$ cat config.mk
export PLATFORM = sky130hd
export DESIGN_NAME = bfch_top
export DESIGN_NICKNAME = d
export VERILOG_FILES = /design/src/logic/bfch_acc.v /design/src/logic/bfch_range.v /design/src/logic/bfch_top.v
export VERILOG_INCLUDE_DIRS = /design/src /design/src/logic
export SDC_FILE = /design/constraint.sdc
export NUM_CORES = 2
export LEC_CHECK = 0
export CAP_MARGIN = 20
export CELL_PAD_IN_SITES_DETAIL_PLACEMENT = 0
export CELL_PAD_IN_SITES_GLOBAL_PLACEMENT = 1
export CORE_UTILIZATION = 57
export CTS_BUF_LIST = sky130_fd_sc_hd__clkbuf_16
export CTS_CLUSTER_SIZE = 20
export DETAILED_ROUTE_END_ITERATION = 8
export DONT_BUFFER_PORTS = 1
export PLACE_DENSITY_LB_ADDON = 0.1
export SYNTH_ARGS = -nofsm -noshare
export SYNTH_HDL_FRONTEND = slang
export SYNTH_SLANG_ARGS = --single-unit
$ cat constraint.sdc
create_clock -name I_MCLK -period 29.2 [get_ports I_MCLK]
set_input_delay 1.46 -clock I_MCLK [delete_from_list [all_inputs] [get_ports I_MCLK]]
set_output_delay 1.46 -clock I_MCLK [all_outputs]
set_load 0.005 [all_outputs]
$ cat src/logic/bfch_defines.vh
/*
  Shared codes, frame sizes and flash engine operations of the boot
  flash command handler.
  Assumes a plain Verilog-2005 flow that includes this file by bare name.
*/
// Functional notes
// - program ack, or D0 with 11/2A/53
// - all-FF address ends programming, back to selection
// - erase select loads routine, C8 54 on failure
// - erase frame: 58, size 1, block, sum
// - erase errors D8 with 11/12/29/51
// - block FF stops erasing, ack, selection
// - read frame: 52, size 9, area, addr, length
// - area 00 boot, 01 user, else address error
// - read reply: 52, length, data, sum
// - read errors D2 with 11/12/2A/2B
// - 4A returns 5A, 4, boot area sum
// - 4B returns 5B, 4, user area sum
// - 4C ack if boot area blank, else CC 52
// - 4D ack if user area blank, else CD 52
// - 4F always answered: 5F, 2, state, error
// - error byte 0 normally, 1 after error
// - state byte encodes current wait state
// - bad command answered 80 and command
`ifndef BFCH_DEFINES_VH
`define BFCH_DEFINES_VH

// ----------------------------------------
// Command codes
// ----------------------------------------
`define CMD_PSEL_UB 8'h42
`define CMD_PSEL_UA 8'h43
`define CMD_ESEL 8'h48
`define CMD_PROG 8'h50
`define CMD_ERASE 8'h58
`define CMD_READ 8'h52
`define CMD_SUM_UB 8'h4a
`define CMD_SUM_UA 8'h4b
`define CMD_BLK_UB 8'h4c
`define CMD_BLK_UA 8'h4d
`define CMD_STAT 8'h4f

// ----------------------------------------
// Response and error codes
// ----------------------------------------
`define RSP_ACK 8'h06
`define RSP_CMDERR 8'h80
`define RSP_ERRBIT 8'h80
`define RSP_SUM_UB 8'h5a
`define RSP_SUM_UA 8'h5b
`define RSP_STAT 8'h5f
`define E_SUM 8'h11
`define E_SIZE 8'h12
`define E_BLK 8'h29
`define E_ADDR 8'h2a
`define E_LEN 8'h2b
`define E_ERASE 8'h51
`define E_BLANK 8'h52
`define E_PROG 8'h53
`define E_SEL 8'h54

// ----------------------------------------
// Wait state codes and frame constants
// ----------------------------------------
`define ST_SEL 8'h3f
`define ST_PRG 8'h4f
`define ST_ERS 8'h5f
`define END_ADDR 32'hffffffff
`define STOP_BLK 8'hff
`define BLANK_BYTE 8'hff
`define SZ_ERASE 8'h01
`define SZ_READ 8'h09
`define SZ_SUM 8'h04
`define SZ_STAT 8'h02
`define PAY_PADDR 8'h04
`define PAY_ERASE 8'h03
`define PAY_READ 8'h0b

// ----------------------------------------
// Flash engine operations
// ----------------------------------------
`define OP_LOAD 3'h0
`define OP_FILL 3'h1
`define OP_PROG 3'h2
`define OP_ERASE 3'h3
`define OP_READ 3'h4
`define OP_FIN 3'h5

`endif

$ cat src/logic/bfch_acc.v
/*
  Byte accumulator used for frame checksums and area sums.
  Assumes inputs come from logic on the same clock.
*/
`timescale 1ns/100ps
module bfch_acc #(
  parameter W = 8
) (
  input wire i_clk,        // Core clock
  input wire i_rst,        // Async reset, high
  input wire i_clr,        // Restart, loads byte if i_en
  input wire i_en,         // Add byte
  input wire [7:0] i_byte, // Byte to add
  output reg [W-1:0] o_sum // Running total
);

  // Clear wins so a frame's first byte seeds the sum
  always @(posedge i_clk or posedge i_rst) begin
    if (i_rst) begin
      o_sum <= {W{1'b0}};
    end else if (i_clr) begin
      o_sum <= i_en ? {{(W-8){1'b0}}, i_byte} : {W{1'b0}};
    end else if (i_en) begin
      o_sum <= o_sum + {{(W-8){1'b0}}, i_byte};
    end
  end

endmodule

$ cat src/logic/bfch_range.v
/*
  Area range check for program and read requests.
  Assumes area bases and sizes are fixed at build time.
*/
`timescale 1ns/100ps
module bfch_range #(
  parameter [31:0] UB_BASE = 32'h00000000,
  parameter [31:0] UB_SIZE = 32'h00002000,
  parameter [31:0] UA_BASE = 32'h00100000,
  parameter [31:0] UA_SIZE = 32'h00100000
) (
  input wire i_ua,         // 1 selects user area
  input wire [31:0] i_start, // First byte address
  input wire [31:0] i_len, // Byte count
  output wire o_addr_ok,   // Start inside area
  output wire o_len_ok     // Whole run inside area
);

  wire [31:0] base = i_ua ? UA_BASE : UB_BASE;
  wire [31:0] size = i_ua ? UA_SIZE : UB_SIZE;
  wire [31:0] off = i_start - base;

  // Offset form avoids overflow of start plus length
  assign o_addr_ok = (i_start >= base) && (off < size);
  assign o_len_ok = o_addr_ok && (i_len <= size - off);

endmodule

$ cat src/logic/bfch_top.v
/*
  Boot flash command handler: takes framed command bytes, drives a
  flash engine through a request/done handshake and sends replies.
  Assumes byte streams and flash engine share I_MCLK; the engine
  holds page bytes given by fill operations until a program op.
*/
`timescale 1ns/100ps
`include "bfch_defines.vh"
module bfch_top #(
  parameter [31:0] UB_BASE = 32'h00000000,
  parameter [31:0] UB_SIZE = 32'h00002000,
  parameter [31:0] UA_BASE = 32'h00100000,
  parameter [31:0] UA_SIZE = 32'h00100000,
  parameter [7:0] NBLK = 8'h10,
  parameter PAGE = 128
) (
  input wire I_MCLK,          // Core clock
  input wire I_RST,           // Async reset, high
  input wire [7:0] I_RX_DATA, // Host byte in
  input wire I_RX_VALID,      // Host byte present
  output wire O_RX_READY,     // Byte accepted
  output wire [7:0] O_TX_DATA, // Reply byte
  output wire O_TX_VALID,     // Reply byte present
  input wire I_TX_READY,      // Reply byte taken
  output wire O_FL_REQ,       // Engine request
  output wire [2:0] O_FL_OP,  // Engine operation
  output wire [31:0] O_FL_ADDR, // Address, block or id
  output wire [7:0] O_FL_WDATA, // Fill byte
  input wire I_FL_DONE,       // Engine done pulse
  input wire I_FL_ERR,        // Failure, with done
  input wire [7:0] I_FL_RDATA, // Read byte, with done
  output wire O_ERR_STATUS    // Error seen since reset
);

  // ----------------------------------------
  // States and modes
  // ----------------------------------------
  localparam S_CMD = 3'd0;
  localparam S_PAY = 3'd1;
  localparam S_EXEC = 3'd2;
  localparam S_FILL = 3'd3;
  localparam S_FLOP = 3'd4;
  localparam S_SCAN = 3'd5;
  localparam S_TX = 3'd6;
  localparam M_SEL = 2'd0;
  localparam M_PRG = 2'd1;
  localparam M_ERS = 2'd2;
  localparam [7:0] PAGE_LAST = PAGE - 1;
  localparam [7:0] PAGE_PAY = PAGE + 1;

  reg [2:0] st_q;
  reg [1:0] mode_q;
  reg parea_q;
  reg err_q;
  reg [7:0] cmd_q;
  reg [7:0] cnt_q;
  reg [7:0] need_q;
  reg [7:0] size_q;
  reg [7:0] arg_q;
  reg [31:0] addr_q;
  reg [31:0] len_q;
  reg [31:0] ptr_q;
  reg [31:0] left_q;
  reg blank_q;
  reg rd_q;
  reg [55:0] rsp_q;
  reg [2:0] rn_q;
  reg addsum_q;
  reg rx_rdy_q;
  reg [7:0] tx_data_q;
  reg tx_vld_q;
  reg fl_req_q;
  reg [2:0] fl_op_q;
  reg [31:0] fl_addr_q;
  reg [7:0] fl_wdata_q;
  reg [7:0] page [0:PAGE-1];

  wire [7:0] rx_sum;
  wire [7:0] tx_sum;
  wire [31:0] scan_sum;
  wire addr_ok;
  wire len_ok;

  assign O_RX_READY = rx_rdy_q;
  assign O_TX_DATA = tx_data_q;
  assign O_TX_VALID = tx_vld_q;
  assign O_FL_REQ = fl_req_q;
  assign O_FL_OP = fl_op_q;
  assign O_FL_ADDR = fl_addr_q;
  assign O_FL_WDATA = fl_wdata_q;
  assign O_ERR_STATUS = err_q;

  // ----------------------------------------
  // Decodes
  // ----------------------------------------
  wire rx_take = I_RX_VALID & rx_rdy_q;
  wire tx_take = tx_vld_q & I_TX_READY;
  wire is_prog = (cmd_q == `CMD_PROG);
  wire is_ua = (cmd_q == `CMD_SUM_UA) | (cmd_q == `CMD_BLK_UA);
  wire is_blank = (cmd_q == `CMD_BLK_UB) | (cmd_q == `CMD_BLK_UA);
  wire [7:0] pidx = cnt_q - `PAY_PADDR;
  wire [31:0] rx_addr = {addr_q[23:0], I_RX_DATA};
  wire fl_done = fl_req_q & I_FL_DONE;
  wire [7:0] tx_chk = (~tx_sum) + 8'h01;
  wire [7:0] state_code = (mode_q == M_PRG) ? `ST_PRG :
                          (mode_q == M_ERS) ? `ST_ERS : `ST_SEL;
  wire [7:0] err_rsp = cmd_q | `RSP_ERRBIT;

  // ----------------------------------------
  // Checksums and range checks
  // ----------------------------------------
  // incoming frame sum
  bfch_acc #(.W(8)) u_rx_sum (
    .i_clk(I_MCLK),
    .i_rst(I_RST),
    .i_clr(st_q == S_CMD),
    .i_en(rx_take),
    .i_byte(I_RX_DATA),
    .o_sum(rx_sum)
  );

  bfch_acc #(.W(8)) u_tx_sum (
    .i_clk(I_MCLK),
    .i_rst(I_RST),
    .i_clr(st_q == S_EXEC),
    .i_en(tx_take),
    .i_byte(tx_data_q),
    .o_sum(tx_sum)
  );

  bfch_acc #(.W(32)) u_scan_sum (
    .i_clk(I_MCLK),
    .i_rst(I_RST),
    .i_clr(st_q == S_EXEC),
    .i_en(fl_done & ~rd_q & (fl_op_q == `OP_READ)),
    .i_byte(I_FL_RDATA),
    .o_sum(scan_sum)
  );

  bfch_range #(
    .UB_BASE(UB_BASE),
    .UB_SIZE(UB_SIZE),
    .UA_BASE(UA_BASE),
    .UA_SIZE(UA_SIZE)
  ) u_range (
    .i_ua(is_prog ? parea_q : arg_q[0]),
    .i_start(addr_q),
    .i_len(is_prog ? PAGE : len_q),
    .o_addr_ok(addr_ok),
    .o_len_ok(len_ok)
  );

  // ----------------------------------------
  // Page buffer
  // ----------------------------------------
  // No reset: contents are always rewritten before use
  always @(posedge I_MCLK) begin
    if (rx_take && st_q == S_PAY && is_prog && cnt_q >= `PAY_PADDR && need_q > 8'h01) begin
      page[pidx[6:0]] <= I_RX_DATA;
    end
  end

  // ----------------------------------------
  // Reply helpers
  // ----------------------------------------
  task reply;
    input [55:0] b;
    input [2:0] n;
    input s;
    begin
      rsp_q <= b;
      rn_q <= n;
      addsum_q <= s;
      st_q <= S_TX;
    end
  endtask

  // any error reply latches the flag
  task fail;
    input [7:0] code;
    begin
      reply({err_rsp, code, 40'h0}, 3'd2, 1'b0);
      err_q <= 1'b1;
    end
  endtask

  task flop;
    input [2:0] op;
    input [31:0] a;
    begin
      fl_req_q <= 1'b1;
      fl_op_q <= op;
      fl_addr_q <= a;
      st_q <= S_FLOP;
    end
  endtask

  // ----------------------------------------
  // Command sequencer
  // ----------------------------------------
  always @(posedge I_MCLK or posedge I_RST) begin
    if (I_RST) begin
      st_q <= S_CMD;
      mode_q <= M_SEL;
      parea_q <= 1'b0;
      err_q <= 1'b0;
      cmd_q <= 8'h00;
      cnt_q <= 8'h00;
      need_q <= 8'h00;
      size_q <= 8'h00;
      arg_q <= 8'h00;
      addr_q <= 32'h0;
      len_q <= 32'h0;
      ptr_q <= 32'h0;
      left_q <= 32'h0;
      blank_q <= 1'b1;
      rd_q <= 1'b0;
      rsp_q <= 56'h0;
      rn_q <= 3'd0;
      addsum_q <= 1'b0;
      rx_rdy_q <= 1'b1;
      tx_data_q <= 8'h00;
      tx_vld_q <= 1'b0;
      fl_req_q <= 1'b0;
      fl_op_q <= `OP_LOAD;
      fl_addr_q <= 32'h0;
      fl_wdata_q <= 8'h00;
    end else begin
      case (st_q)
        // Command byte; payload length set by command
        S_CMD: begin
          if (rx_take) begin
            cmd_q <= I_RX_DATA;
            cnt_q <= 8'h00;
            rd_q <= 1'b0;
            if (I_RX_DATA == `CMD_PROG) begin
              need_q <= `PAY_PADDR;
              st_q <= S_PAY;
            end else if (I_RX_DATA == `CMD_ERASE) begin
              need_q <= `PAY_ERASE;
              st_q <= S_PAY;
            end else if (I_RX_DATA == `CMD_READ) begin
              need_q <= `PAY_READ;
              st_q <= S_PAY;
            end else begin
              // hold off host until reply sent
              rx_rdy_q <= 1'b0;
              st_q <= S_EXEC;
            end
          end
        end
        S_PAY: begin
          if (rx_take) begin
            cnt_q <= cnt_q + 8'h01;
            need_q <= need_q - 8'h01;
            if (cnt_q == 8'h00) begin
              size_q <= I_RX_DATA;
            end
            if (cnt_q == 8'h01) begin
              arg_q <= I_RX_DATA;
            end
            if (is_prog ? cnt_q < `PAY_PADDR : (cnt_q >= 8'h02 && cnt_q < 8'h06)) begin
              addr_q <= rx_addr;
            end
            // Sum byte must not shift into the length
            if (!is_prog && cnt_q >= 8'h06 && cnt_q < `PAY_READ - 8'h01) begin
              len_q <= {len_q[23:0], I_RX_DATA};
            end
            if (is_prog && cnt_q == 8'h03) begin
              need_q <= (rx_addr == `END_ADDR) ? 8'h01 : PAGE_PAY;
            end else if (need_q == 8'h01) begin
              rx_rdy_q <= 1'b0;
              st_q <= S_EXEC;
            end
          end
        end
        S_EXEC: begin
          ptr_q <= is_ua ? UA_BASE : UB_BASE;
          left_q <= is_ua ? UA_SIZE : UB_SIZE;
          blank_q <= 1'b1;
          cnt_q <= 8'h00;
          if (cmd_q == `CMD_STAT) begin
            reply({`RSP_STAT, `SZ_STAT, state_code, 7'h0, err_q, 24'h0}, 3'd4, 1'b1);
          end else if (cmd_q == `CMD_PSEL_UB || cmd_q == `CMD_PSEL_UA || cmd_q == `CMD_ESEL) begin
            if (mode_q == M_SEL) begin
              flop(`OP_LOAD, {24'h0, cmd_q});
            end else begin
              fail(cmd_q);
            end
          end else if (is_prog && mode_q == M_PRG) begin
            if (rx_sum != 8'h00) begin
              fail(`E_SUM);
            end else if (addr_q == `END_ADDR) begin
              flop(`OP_FIN, addr_q);
            end else if (!addr_ok || !len_ok) begin
              fail(`E_ADDR);
            end else begin
              st_q <= S_FILL;
            end
          end else if (cmd_q == `CMD_ERASE && mode_q == M_ERS) begin
            if (rx_sum != 8'h00) begin
              fail(`E_SUM);
            end else if (size_q != `SZ_ERASE) begin
              fail(`E_SIZE);
            end else if (arg_q == `STOP_BLK) begin
              mode_q <= M_SEL;
              reply({`RSP_ACK, 48'h0}, 3'd1, 1'b0);
            end else if (arg_q >= NBLK) begin
              fail(`E_BLK);
            end else begin
              flop(`OP_ERASE, {24'h0, arg_q});
            end
          end else if (cmd_q == `CMD_READ && mode_q == M_SEL) begin
            if (rx_sum != 8'h00) begin
              fail(`E_SUM);
            end else if (size_q != `SZ_READ) begin
              fail(`E_SIZE);
            end else if (arg_q > 8'h01 || !addr_ok) begin
              fail(`E_ADDR);
            end else if (!len_ok) begin
              fail(`E_LEN);
            end else begin
              rd_q <= 1'b1;
              ptr_q <= addr_q;
              left_q <= len_q;
              reply({`CMD_READ, len_q, 16'h0}, 3'd5, 1'b1);
            end
          end else if (cmd_q >= `CMD_SUM_UB && cmd_q <= `CMD_BLK_UA && mode_q == M_SEL) begin
            st_q <= S_SCAN;
          end else begin
            reply({`RSP_CMDERR, cmd_q, 40'h0}, 3'd2, 1'b0);
            err_q <= 1'b1;
          end
        end
        // One fill op per page byte, then program; request drops between ops
        S_FILL: begin
          if (cnt_q > PAGE_LAST) begin
            flop(`OP_PROG, addr_q);
          end else begin
            fl_wdata_q <= page[cnt_q[6:0]];
            flop(`OP_FILL, addr_q + {24'h0, cnt_q});
          end
        end
        S_FLOP: begin
          if (fl_done) begin
            fl_req_q <= 1'b0;
            case (fl_op_q)
              `OP_LOAD: begin
                if (I_FL_ERR) begin
                  fail(`E_SEL);
                end else begin
                  mode_q <= (cmd_q == `CMD_ESEL) ? M_ERS : M_PRG;
                  parea_q <= (cmd_q == `CMD_PSEL_UA);
                  reply({`RSP_ACK, 48'h0}, 3'd1, 1'b0);
                end
              end
              `OP_FILL: begin
                if (I_FL_ERR) begin
                  fail(`E_PROG);
                end else begin
                  cnt_q <= cnt_q + 8'h01;
                  st_q <= S_FILL;
                end
              end
              `OP_READ: begin
                if (rd_q) begin
                  reply({I_FL_RDATA, 48'h0}, 3'd1, addsum_q);
                end else begin
                  blank_q <= blank_q & (I_FL_RDATA == `BLANK_BYTE);
                  st_q <= S_SCAN;
                end
              end
              `OP_ERASE: begin
                if (I_FL_ERR) begin
                  fail(`E_ERASE);
                end else begin
                  reply({`RSP_ACK, 48'h0}, 3'd1, 1'b0);
                end
              end
              default: begin
                if (fl_op_q == `OP_FIN) begin
                  mode_q <= M_SEL;
                end
                if (I_FL_ERR) begin
                  fail(`E_PROG);
                end else begin
                  reply({`RSP_ACK, 48'h0}, 3'd1, 1'b0);
                end
              end
            endcase
          end
        end
        // walk area, then sum or blank verdict
        S_SCAN: begin
          if (left_q != 32'h0) begin
            ptr_q <= ptr_q + 32'h1;
            left_q <= left_q - 32'h1;
            flop(`OP_READ, ptr_q);
          end else if (!is_blank) begin
            reply({is_ua ? `RSP_SUM_UA : `RSP_SUM_UB, `SZ_SUM, scan_sum, 8'h0}, 3'd6, 1'b1);
          end else if (blank_q) begin
            reply({`RSP_ACK, 48'h0}, 3'd1, 1'b0);
          end else begin
            fail(`E_BLANK);
          end
        end
        // Send queued bytes, then read data, then sum
        S_TX: begin
          if (tx_take) begin
            tx_vld_q <= 1'b0;
          end else if (!tx_vld_q) begin
            if (rn_q != 3'd0) begin
              tx_data_q <= rsp_q[55:48];
              tx_vld_q <= 1'b1;
              rsp_q <= {rsp_q[47:0], 8'h0};
              rn_q <= rn_q - 3'd1;
            end else if (rd_q && left_q != 32'h0) begin
              ptr_q <= ptr_q + 32'h1;
              left_q <= left_q - 32'h1;
              flop(`OP_READ, ptr_q);
            end else if (addsum_q) begin
              tx_data_q <= tx_chk;
              tx_vld_q <= 1'b1;
              addsum_q <= 1'b0;
            end else begin
              rx_rdy_q <= 1'b1;
              st_q <= S_CMD;
            end
          end
        end
        default: begin
          st_q <= S_CMD;
          rx_rdy_q <= 1'b1;
        end
      endcase
    end
  end

endmodule

# Word-level counts from Yosys, hierarchy flattened
# Memories as Yosys holds them, arrays and structs flattened. A register that Yosys moved wholly into a read port is not among the register bits.
# Index checks and enable logic that the tools add are counted.
[classes] add_sub_neg=13 magnitude_cmp=15 n_eq_ne=98 n_mux=315 n_bitwise=15 n_reduce_logical=66
[ops] op="56-bit two-way mux" count=30
[ops] op="32-bit two-way mux" count=48
[ops] op="56-bit case mux with 4 select lines" count=2
[ops] op="32-bit case mux with 3 select lines" count=2
[ops] op="3-bit two-way mux" count=60
[ops] op="8-bit two-way mux" count=22
[ops] op="32-bit case mux with 4 select lines" count=1
[ops] op="8-bit by 7-bit equality test with 1-bit output (second input constant)" count=13
[ops] op="1-bit two-way mux" count=102
[ops] op="21-bit two-way mux" count=4
[ops] op="2-bit != test (second input constant)" count=38
[ops] op="32-bit by 8-bit adder with 32-bit output" count=2
[ops] op="32-bit equality test (second input constant)" count=2
[ops] op="32-bit subtractor" count=2
[ops] op="2-bit two-way mux" count=26
[ops] op="32-bit by 1-bit adder with 32-bit output (second input constant)" count=1
[ops] op="32-bit greater-or-equal comparator" count=1
[ops] op="32-bit less-or-equal comparator" count=1
[ops] op="32-bit less-than comparator" count=1
[ops] op="8-bit case mux with 4 select lines" count=1
[ops] op="32-bit nonzero test" count=1
[ops] op="32-bit by 1-bit subtractor with 32-bit output (second input constant)" count=1
[ops] op="15-bit AND reduction" count=2
[ops] op="4-bit != test (second input constant)" count=7
[ops] op="other kinds (67)" count=152
[totals] ff_bits=331 ram_bits=1024 input_bits=22 out_inout_bits=55 wordCells=550 memories=1
[mem_list] memory="page" depth=128 width=8 rd=1 rd_clocked_by_memory_dff=1 wr=1 line="bfch_top.v:76" rtl="reg [7:0] page [0:PAGE-1];"

# Longest topological paths before layout
[logic_depth] depth_word=17 depth_mapped=30 mapped_depth_nobuf=23

# By module
# From an unflattened synthesis, not the netlist that was laid out.
[unflattened] cells_unflattened=4338 hier_area_um2=61383.9
[modules_own_cells] module="bfch_top" n_inst=1 cells_each=3698 area_each_um2=56143.8 seq_area_each_um2=37833.8
[modules_own_cells] module="bfch_acc (u_scan_sum)" n_inst=1 cells_each=213 area_each_um2=1995.7 seq_area_each_um2=800.8
[modules_own_cells] module="bfch_range" n_inst=1 cells_each=255 area_each_um2=1805.5 seq_area_each_um2=0.0
[modules_own_cells] module="bfch_acc (u_rx_sum ...)" n_inst=2 cells_each=86 area_each_um2=719.4 seq_area_each_um2=200.2

# Worst setup path after synthesis
# No wires, ideal clock.
[synth_path] path_type="flip-flop to flip-flop" from="register cmd_q[2]" to="register rsp_q[44]" setup_time_ps=128 arrival_time_ps=6470 slack_ps=22602 path_stages_with_launch=27 n_path_buf=7 path_cell_list="dfrtp_1 -> buf_2 -> or4b_1 -> clkbuf_1 -> nor3_1 -> clkbuf_1 -> mux2_2 -> ha_1 -> ha_1 -> clkbuf_1 -> o21ai_0 -> nand2_1 -> a211o_1 -> or4_1 -> buf_2 -> xnor2_1 -> ha_1 -> nand4_1 -> nor3_1 -> and4_1 -> and2_1 -> o21ai_0 -> or3_1 -> buf_2 -> o31ai_4 -> buf_4 -> mux2_1"
[synth_between] elab_chain_len=17 word_cells_on_any_way=52 classes_between="add/sub: 2; order compare: 5; eq/ne: 14; mux: 16; bitwise: 1; reduce/logical: 14"
[synth_rtl] item="start, declared" line="bfch_top.v:55" rtl="reg [7:0] cmd_q;"
[synth_rtl] item="start signal, assigned" line="bfch_top.v:207" rtl="cmd_q <= 8'h00;"
[synth_rtl] item="start signal, assigned" line="bfch_top.v:233" rtl="cmd_q <= I_RX_DATA;"
[synth_rtl] item="8-bit by 7-bit equality test with 1-bit output (no line)"
[synth_rtl] item="1-bit two-way mux" line="bfch_top.v:146" rtl=".i_ua(is_prog ? parea_q : arg_q[0]),"
[synth_rtl] item="21-bit two-way mux" line="bfch_range.v:19" rtl="wire [31:0] base = i_ua ? UA_BASE : UB_BASE;"
[synth_rtl] item="32-bit subtractor" line="bfch_range.v:21" rtl="wire [31:0] off = i_start - base;"
[synth_rtl] item="32-bit subtractor / 32-bit less-than comparator (equally long branches)" line="bfch_range.v:25, bfch_range.v:24"
[synth_rtl] item="32-bit less-or-equal comparator / 1-bit logical AND (equally long branches)" line="bfch_range.v:25, bfch_range.v:24"
[synth_rtl] item="1-bit logical AND / 1-bit logical NOT (equally long branches)" line="bfch_range.v:25, bfch_top.v:295, bfch_top.v:318"
[synth_rtl] item="56-bit two-way mux / 1-bit logical OR (equally long branches)" line="bfch_top.v:320, bfch_top.v:318"
[synth_rtl] item="56-bit two-way mux" line="bfch_top.v:318" rtl="end else if (arg_q > 8'h01 || !addr_ok) begin"
[synth_rtl] item="56-bit two-way mux" line="bfch_top.v:316" rtl="end else if (size_q != `SZ_READ) begin"
[synth_rtl] item="56-bit two-way mux" line="bfch_top.v:314" rtl="if (rx_sum != 8'h00) begin"
[synth_rtl] item="56-bit two-way mux" line="bfch_top.v:313" rtl="end else if (cmd_q == `CMD_READ && mode_q == M_SEL) begin"
[synth_rtl] item="56-bit two-way mux" line="bfch_top.v:300" rtl="end else if (cmd_q == `CMD_ERASE && mode_q == M_ERS) begin"
[synth_rtl] item="56-bit two-way mux" line="bfch_top.v:290" rtl="end else if (is_prog && mode_q == M_PRG) begin"
[synth_rtl] item="56-bit two-way mux" line="bfch_top.v:284" rtl="end else if (cmd_q == `CMD_PSEL_UB || cmd_q == `CMD_PSEL_UA || cmd_q == `CMD_ESEL) begin"
[synth_rtl] item="56-bit two-way mux" line="bfch_top.v:282" rtl="if (cmd_q == `CMD_STAT) begin"
[synth_rtl] item="56-bit case mux with 4 select lines" line="bfch_top.v:229" rtl="case (st_q)"
[synth_rtl] item="end signal, assigned" line="bfch_top.v:415" rtl="rsp_q <= {rsp_q[47:0], 8'h0};"
[synth_rtl] item="end, declared" line="bfch_top.v:66" rtl="reg [55:0] rsp_q;"
# Parallel ways exist; a longest one is shown, timed or not. The select of a mux whose other input is x is not followed.
# A chain may end at the register's enable or synchronous reset.

# Worst setup path after layout
[layout_path] from="register cmd_q[1]" to="register rsp_q[47]"
# The elaborated chain is that of the path after synthesis.

==> flow_summary.html <==
<table>
<tr><th>Metric</th><th>Value</th></tr>
<tr><th colspan="2">Floorplan</th></tr>
<tr><td>Number of primary I/O pins</td><td>77</td></tr>
<tr><td>Die Area</td><td>105000 um2</td></tr>
<tr><td>Row count</td><td>117</td></tr>
<tr><td>Area of the placeable core</td><td>102000 um2</td></tr>
<tr><td>Die Y-Extent</td><td>324 um</td></tr>
<tr><td>DIE WIDTH</td><td>324 um</td></tr>
<tr><td>Initial cell density of the core</td><td>0.577</td></tr>
<tr><th colspan="2">Clock network</th></tr>
<tr><td>Buffer cell driving the clock tree root</td><td>clkbuf_16</td></tr>
<tr><td>Number of buffers inserted for hold repair after clock tree synthesis</td><td>0</td></tr>
<tr><td>Number of H-tree branching levels</td><td>4</td></tr>
<tr><td>Number of gates resized after cts</td><td>0</td></tr>
<tr><td>Total CTS buffers</td><td>138</td></tr>
<tr><td>Post-CTS setup buffer count</td><td>0</td></tr>
<tr><td>Clock transition at the registers of the reported paths</td><td>0.06 ns</td></tr>
<tr><td>TritonCTS clock tree</td><td>done</td></tr>
<tr><td>Largest buffer count on any clock path</td><td>3</td></tr>
<tr><td>Clk_lat worst skew</td><td>0.78 ns</td></tr>
<tr><td>Sink count of the clock tree</td><td>1355</td></tr>
<tr><th colspan="2">STA</th></tr>
<tr><td>Accumulated negative setup slack</td><td>0 ns</td></tr>
<tr><td>Final Hold Violating Endpoints</td><td>0</td></tr>
<tr><td>Final setup violation count</td><td>0</td></tr>
<tr><td>Tightest Pin Transition</td><td>1.10 ns</td></tr>
<tr><td>Relative max-transition margin</td><td>0.268</td></tr>
<tr><td>Final-layout worst hold slack</td><td>0.470 ns</td></tr>
<tr><td>Final worst path period need</td><td>7.71 ns</td></tr>
<tr><td>Crit share post-route</td><td>0.264</td></tr>
<tr><td>Final slew viol count</td><td>0</td></tr>
<tr><td>Achievable frequency</td><td>130 MHz</td></tr>
<tr><td>Clock Skew</td><td>0.0435 ns</td></tr>
<tr><td>Unrepaired setup endpoints after global routing</td><td>no</td></tr>
<tr><th colspan="2">Synth</th></tr>
<tr><td>Synth warnings</td><td>0</td></tr>
<tr><td>Number of enable-type register cells in the synthesized netlist</td><td>1024</td></tr>
<tr><td>Avg Cell Area, Syn</td><td>12.7 um2</td></tr>
<tr><td>Cell types occupying the most area after synthesis</td><td>edfxtp_1 (52%), dfrtp_1 (14%), a22oi_1 (4.6%), o21ai_0 (2.2%), nor2_1 (2.2%)</td></tr>
<tr><td>Net Count, Synth</td><td>4757</td></tr>
<tr><td>Cell count after synthesis</td><td>4644</td></tr>
<tr><td>Netlist Area Pre-Place</td><td>59000 um2</td></tr>
<tr><td>Top cells by instance count after synthesis</td><td>edfxtp_1 (1024), a22oi_1 (364), nor2_1 (347), nand2_1 (334), dfrtp_1 (329)</td></tr>
<tr><td>Most frequently used cell type in the post-synthesis netlist</td><td>edfxtp_1</td></tr>
<tr><td>Library cell with the largest summed area after synthesis</td><td>edfxtp_1</td></tr>
<tr><td>Share of synthesized registers carrying an async set or reset</td><td>0.244</td></tr>
<tr><td>Register bit count reported by yosys</td><td>1355</td></tr>
<tr><td>Yosys top cell area share</td><td>0.521</td></tr>
<tr><td>Sequential-to-total area share from yosys stat</td><td>0.662</td></tr>
<tr><td>Unique cell type count in the Yosys netlist</td><td>87</td></tr>
<tr><td>Commonest register cell after synthesis</td><td>edfxtp_1</td></tr>
<tr><th colspan="2">Setup path</th></tr>
<tr><td>Cells on worst reg2reg path</td><td>21</td></tr>
<tr><td>Critical Path, Cell by Cell</td><td>or4b_1 -&gt; nor3_2 -&gt; mux2_2 -&gt; ha_1 -&gt; ha_1 -&gt; inv_1 -&gt; nor4_1 -&gt; o21ai_0 -&gt; a211o_1 -&gt; or4_1 -&gt; xnor2_1 -&gt; ha_1 -&gt; nand4_1 -&gt; nor3_1 -&gt; and4_1 -&gt; and2_1 -&gt; o21ai_0 -&gt; or3_1 -&gt; o31ai_4 -&gt; buf_4 -&gt; mux2_1</td></tr>
<tr><td>Launching element type of the critical path</td><td>flip-flop</td></tr>
<tr><td>Critical Path Slowest Stage Cell</td><td>or4b_1</td></tr>
<tr><td>Critical path fanouts, max</td><td>100</td></tr>
<tr><td>Dominant cell type by count on the critical path</td><td>ha_1</td></tr>
<tr><td>Worst endpoint data arrival time</td><td>8.35 ns</td></tr>
<tr><td>CP Data Required Time</td><td>29.84 ns</td></tr>
<tr><td>Critical path capture point type</td><td>flip-flop</td></tr>
<tr><td>Worst setup path class</td><td>flip-flop to flip-flop</td></tr>
<tr><td>Largest incremental delay on the critical path</td><td>0.72 ns</td></tr>
<tr><th colspan="2">Layout</th></tr>
<tr><td>Fraction of final layout cells with drive strength greater than 1</td><td>0.0828</td></tr>
<tr><td>Filler Cell Count</td><td>7902</td></tr>
<tr><td>Synthesis-to-finish area growth</td><td>9.61%</td></tr>
<tr><td>Final Instance Area</td><td>64700 um2</td></tr>
<tr><td>Net count of the finished layout</td><td>4649</td></tr>
<tr><th colspan="2">Power and ir drop</th></tr>
<tr><td>Leakage Power</td><td>22.4 nW</td></tr>
<tr><td>Total chip power</td><td>5.52 mW</td></tr>
<tr><td>P per Cell Area</td><td>85.3 nW/um2</td></tr>
<tr><td>Maximum VDD drop</td><td>0.0894 mV</td></tr>
<tr><th colspan="2">Global route</th></tr>
<tr><td>Number of antenna violations at the first check in global routing</td><td>1</td></tr>
<tr><td>Global-route congestion overflow total</td><td>0</td></tr>
<tr><td>Vias in the first global route</td><td>38500</td></tr>
<tr><td>Global-route usage over all layers</td><td>0.326</td></tr>
<tr><td>Wire length of the first global-routing pass</td><td>252 mm</td></tr>
<tr><td>Maximum number of pins on one net before global-route repair</td><td>157</td></tr>
<tr><th colspan="2">Drt</th></tr>
<tr><td>Post-detailed-route count of antenna-violating nets</td><td>0</td></tr>
<tr><td>Wirelength per Cell</td><td>28.3 um</td></tr>
<tr><td>Router iterations before antenna repair</td><td>6</td></tr>
<tr><td>DR vias</td><td>40500</td></tr>
<tr><td>Drt via density</td><td>6.74</td></tr>
<tr><td>Number of DRC violations after detailed-routing iteration 0</td><td>4345</td></tr>
<tr><td>Post-route DRC</td><td>0</td></tr>
<tr><td>Total Wirelength</td><td>170 mm</td></tr>
<tr><th colspan="2">Placement</th></tr>
<tr><td>Placer Congestion</td><td>0.975</td></tr>
<tr><td>Port buffer count</td><td>0</td></tr>
<tr><td>Placed cell areas</td><td>60200 um2</td></tr>
<tr><td>Half-perimeter wire length after placement</td><td>100 mm</td></tr>
<tr><th colspan="2">Outcome</th></tr>
<tr><td>Status</td><td>completed</td></tr>
<tr><th colspan="2">Min path</th></tr>
<tr><td>Instance count along the most critical hold path</td><td>2</td></tr>
<tr><td>Class of the tightest hold or removal check</td><td>flip-flop to flip-flop</td></tr>
<tr><th colspan="2">Flow run</th></tr>
<tr><td>Max capacitance violation total</td><td>0</td></tr>
</table>
==> power breakdown <==
group          internal (mW)  switching (mW)  total (mW)  leakage, nW
Combinational          0.465           0.951        1.42         6.60
Clock                  0.966           0.765        1.73         2.31
Sequential              2.19           0.175        2.37         13.5
==> sequential cells by signal, summed over array words and instances, names as in the netlist, 2 cells and up <==
signal	flops
len_q	32
arg_q	8
st_q	3
rn_q	3
need_q	8
size_q	8
rsp_q	48
O_FL_WDATA	8
ptr_q	32
O_TX_DATA	8
mode_q	2
cmd_q	8
u_scan_sum.o_sum	32
addr_q	32
left_q	32
O_FL_OP	3
cnt_q	8
u_rx_sum.o_sum	8
O_FL_ADDR	32
page	1024
u_tx_sum.o_sum	8
==> path summary, 6_finish.rpt <==
| kind | start | end | slack, ns |
|---|---|---|---|
| hold / removal | rn_q[0]$_DFFE_PP0P_ | rn_q[0]$_DFFE_PP0P_ | 0.47 |
| hold reg to reg | rn_q[0]$_DFFE_PP0P_ | rn_q[0]$_DFFE_PP0P_ | 0.47 |
| min in group asynchronous | I_RST | ptr_q[28]$_DFFE_PP0P_ | 0.68 |
| max in group asynchronous | I_RST | u_tx_sum.o_sum[3]$_DFFE_PP0P_ | 26.26 |
| setup reg to reg | cmd_q[1]$_DFFE_PP0P_ | rsp_q[47]$_DFFE_PP0P_ | 21.49 |
| setup / recovery | cmd_q[1]$_DFFE_PP0P_ | rsp_q[47]$_DFFE_PP0P_ | 21.49 |
==> layout make-up <==
| class | instances | area, um2 | area share |
|---|---|---|---|
| inverter | 67 | 259 | 0.00401 |
| antenna | 1 | 2.50 | 0.0000387 |
| clock inverter | 111 | 917 | 0.0142 |
| multi-input combinational | 2914 | 18600 | 0.288 |
| timing repair buffer | 60 | 551 | 0.00852 |
| tap | 1368 | 1710 | 0.0265 |
| clock buffer | 141 | 3530 | 0.0546 |
| sequential | 1355 | 39000 | 0.604 |
==> cells in the final DEF, fill, tap and decap left out, types with 12 or more instances in the layout <==
cell       synthesis  layout
inv_1             66     101
nand4_1          151     151
or3_1             26      26
o211ai_1          70      70
xor2_1            34      34
a21o_1            29      29
mux2_2            82      82
nand2b_1          21      21
nor4_1            37      37
buf_4              1      52
ha_1              87      87
clkinv_2           0      23
nor2b_1           47      47
or4_1             12      12
nor3_2             1      12
o21ai_1           19      19
dfrtp_1          329     327
nand3_1          100     100
a21oi_1          236     236
a22o_1            98      98
a22oi_1          364     364
a221oi_1          93      93
nor3_1            80      69
a32oi_1           13      13
edfxtp_1        1024    1024
or2_2             16      16
o22a_1            13      13
and2_1            21      20
o31ai_1           12      12
o21ai_0          261     260
a31oi_1           51      51
nand2_1          334     333
clkbuf_16          0     141
a211oi_1          15      15
xnor2_1           52      52
and3_1            24      24
clkinv_1           1      29
mux2i_1           13      13
nor2_1           347     338
==> critical path, delay by kind of cell, from the launching register on <==
family | cells | cell delay (ns)
xor gates and xnor gates | 1 | 0.22
and+or+nand+nor | 9 | 3.47
AOI/OAI and AO/OA | 4 | 0.91
buffers and inverters | 2 | 0.87
muxes | 2 | 0.61
adders and majority gates | 3 | 0.93
DFF | 1 | 0.54
==> per-stage QoR <==
stage          utilization  std cells  setup slack (ns)
2_1_floorplan            -       4644             18.58
3_3_place_gp         0.589       5763             21.68
3_5_place_dp         0.589       5763             21.51
4_1_cts              0.633       6015             21.50
5_1_grt              0.633       6016             20.91
6_report             0.633       6017             21.49
==> metal layers <==
layer | vias up | wire, um | track usage
li1 | 17900 | - | -
met1 | 20400 | 68400 | 0.440
met2 | 1845 | 81100 | 0.521
met3 | 365 | 13200 | 0.0527
met4 | 2 | 7550 | 0.151
met5 | - | 14 | 0
==> cells by family (layout without fill, tap and decap cells) <==
group                    count (synthesis)  after routing  synth area share
AO/OA/AOI/OAI                         1384           1384             0.160
flip-flops                            1355           1355             0.662
AND/OR/NAND/NOR                       1256           1256             0.103
buffers and inverters                  375            379            0.0243
multiplexers                            97             97            0.0182
adder cells (fa/ha/maj)                 91             91            0.0198
XOR/XNOR                                86             86            0.0128
other                                    0              1                 0
Power figures use the tool's default switching activity.
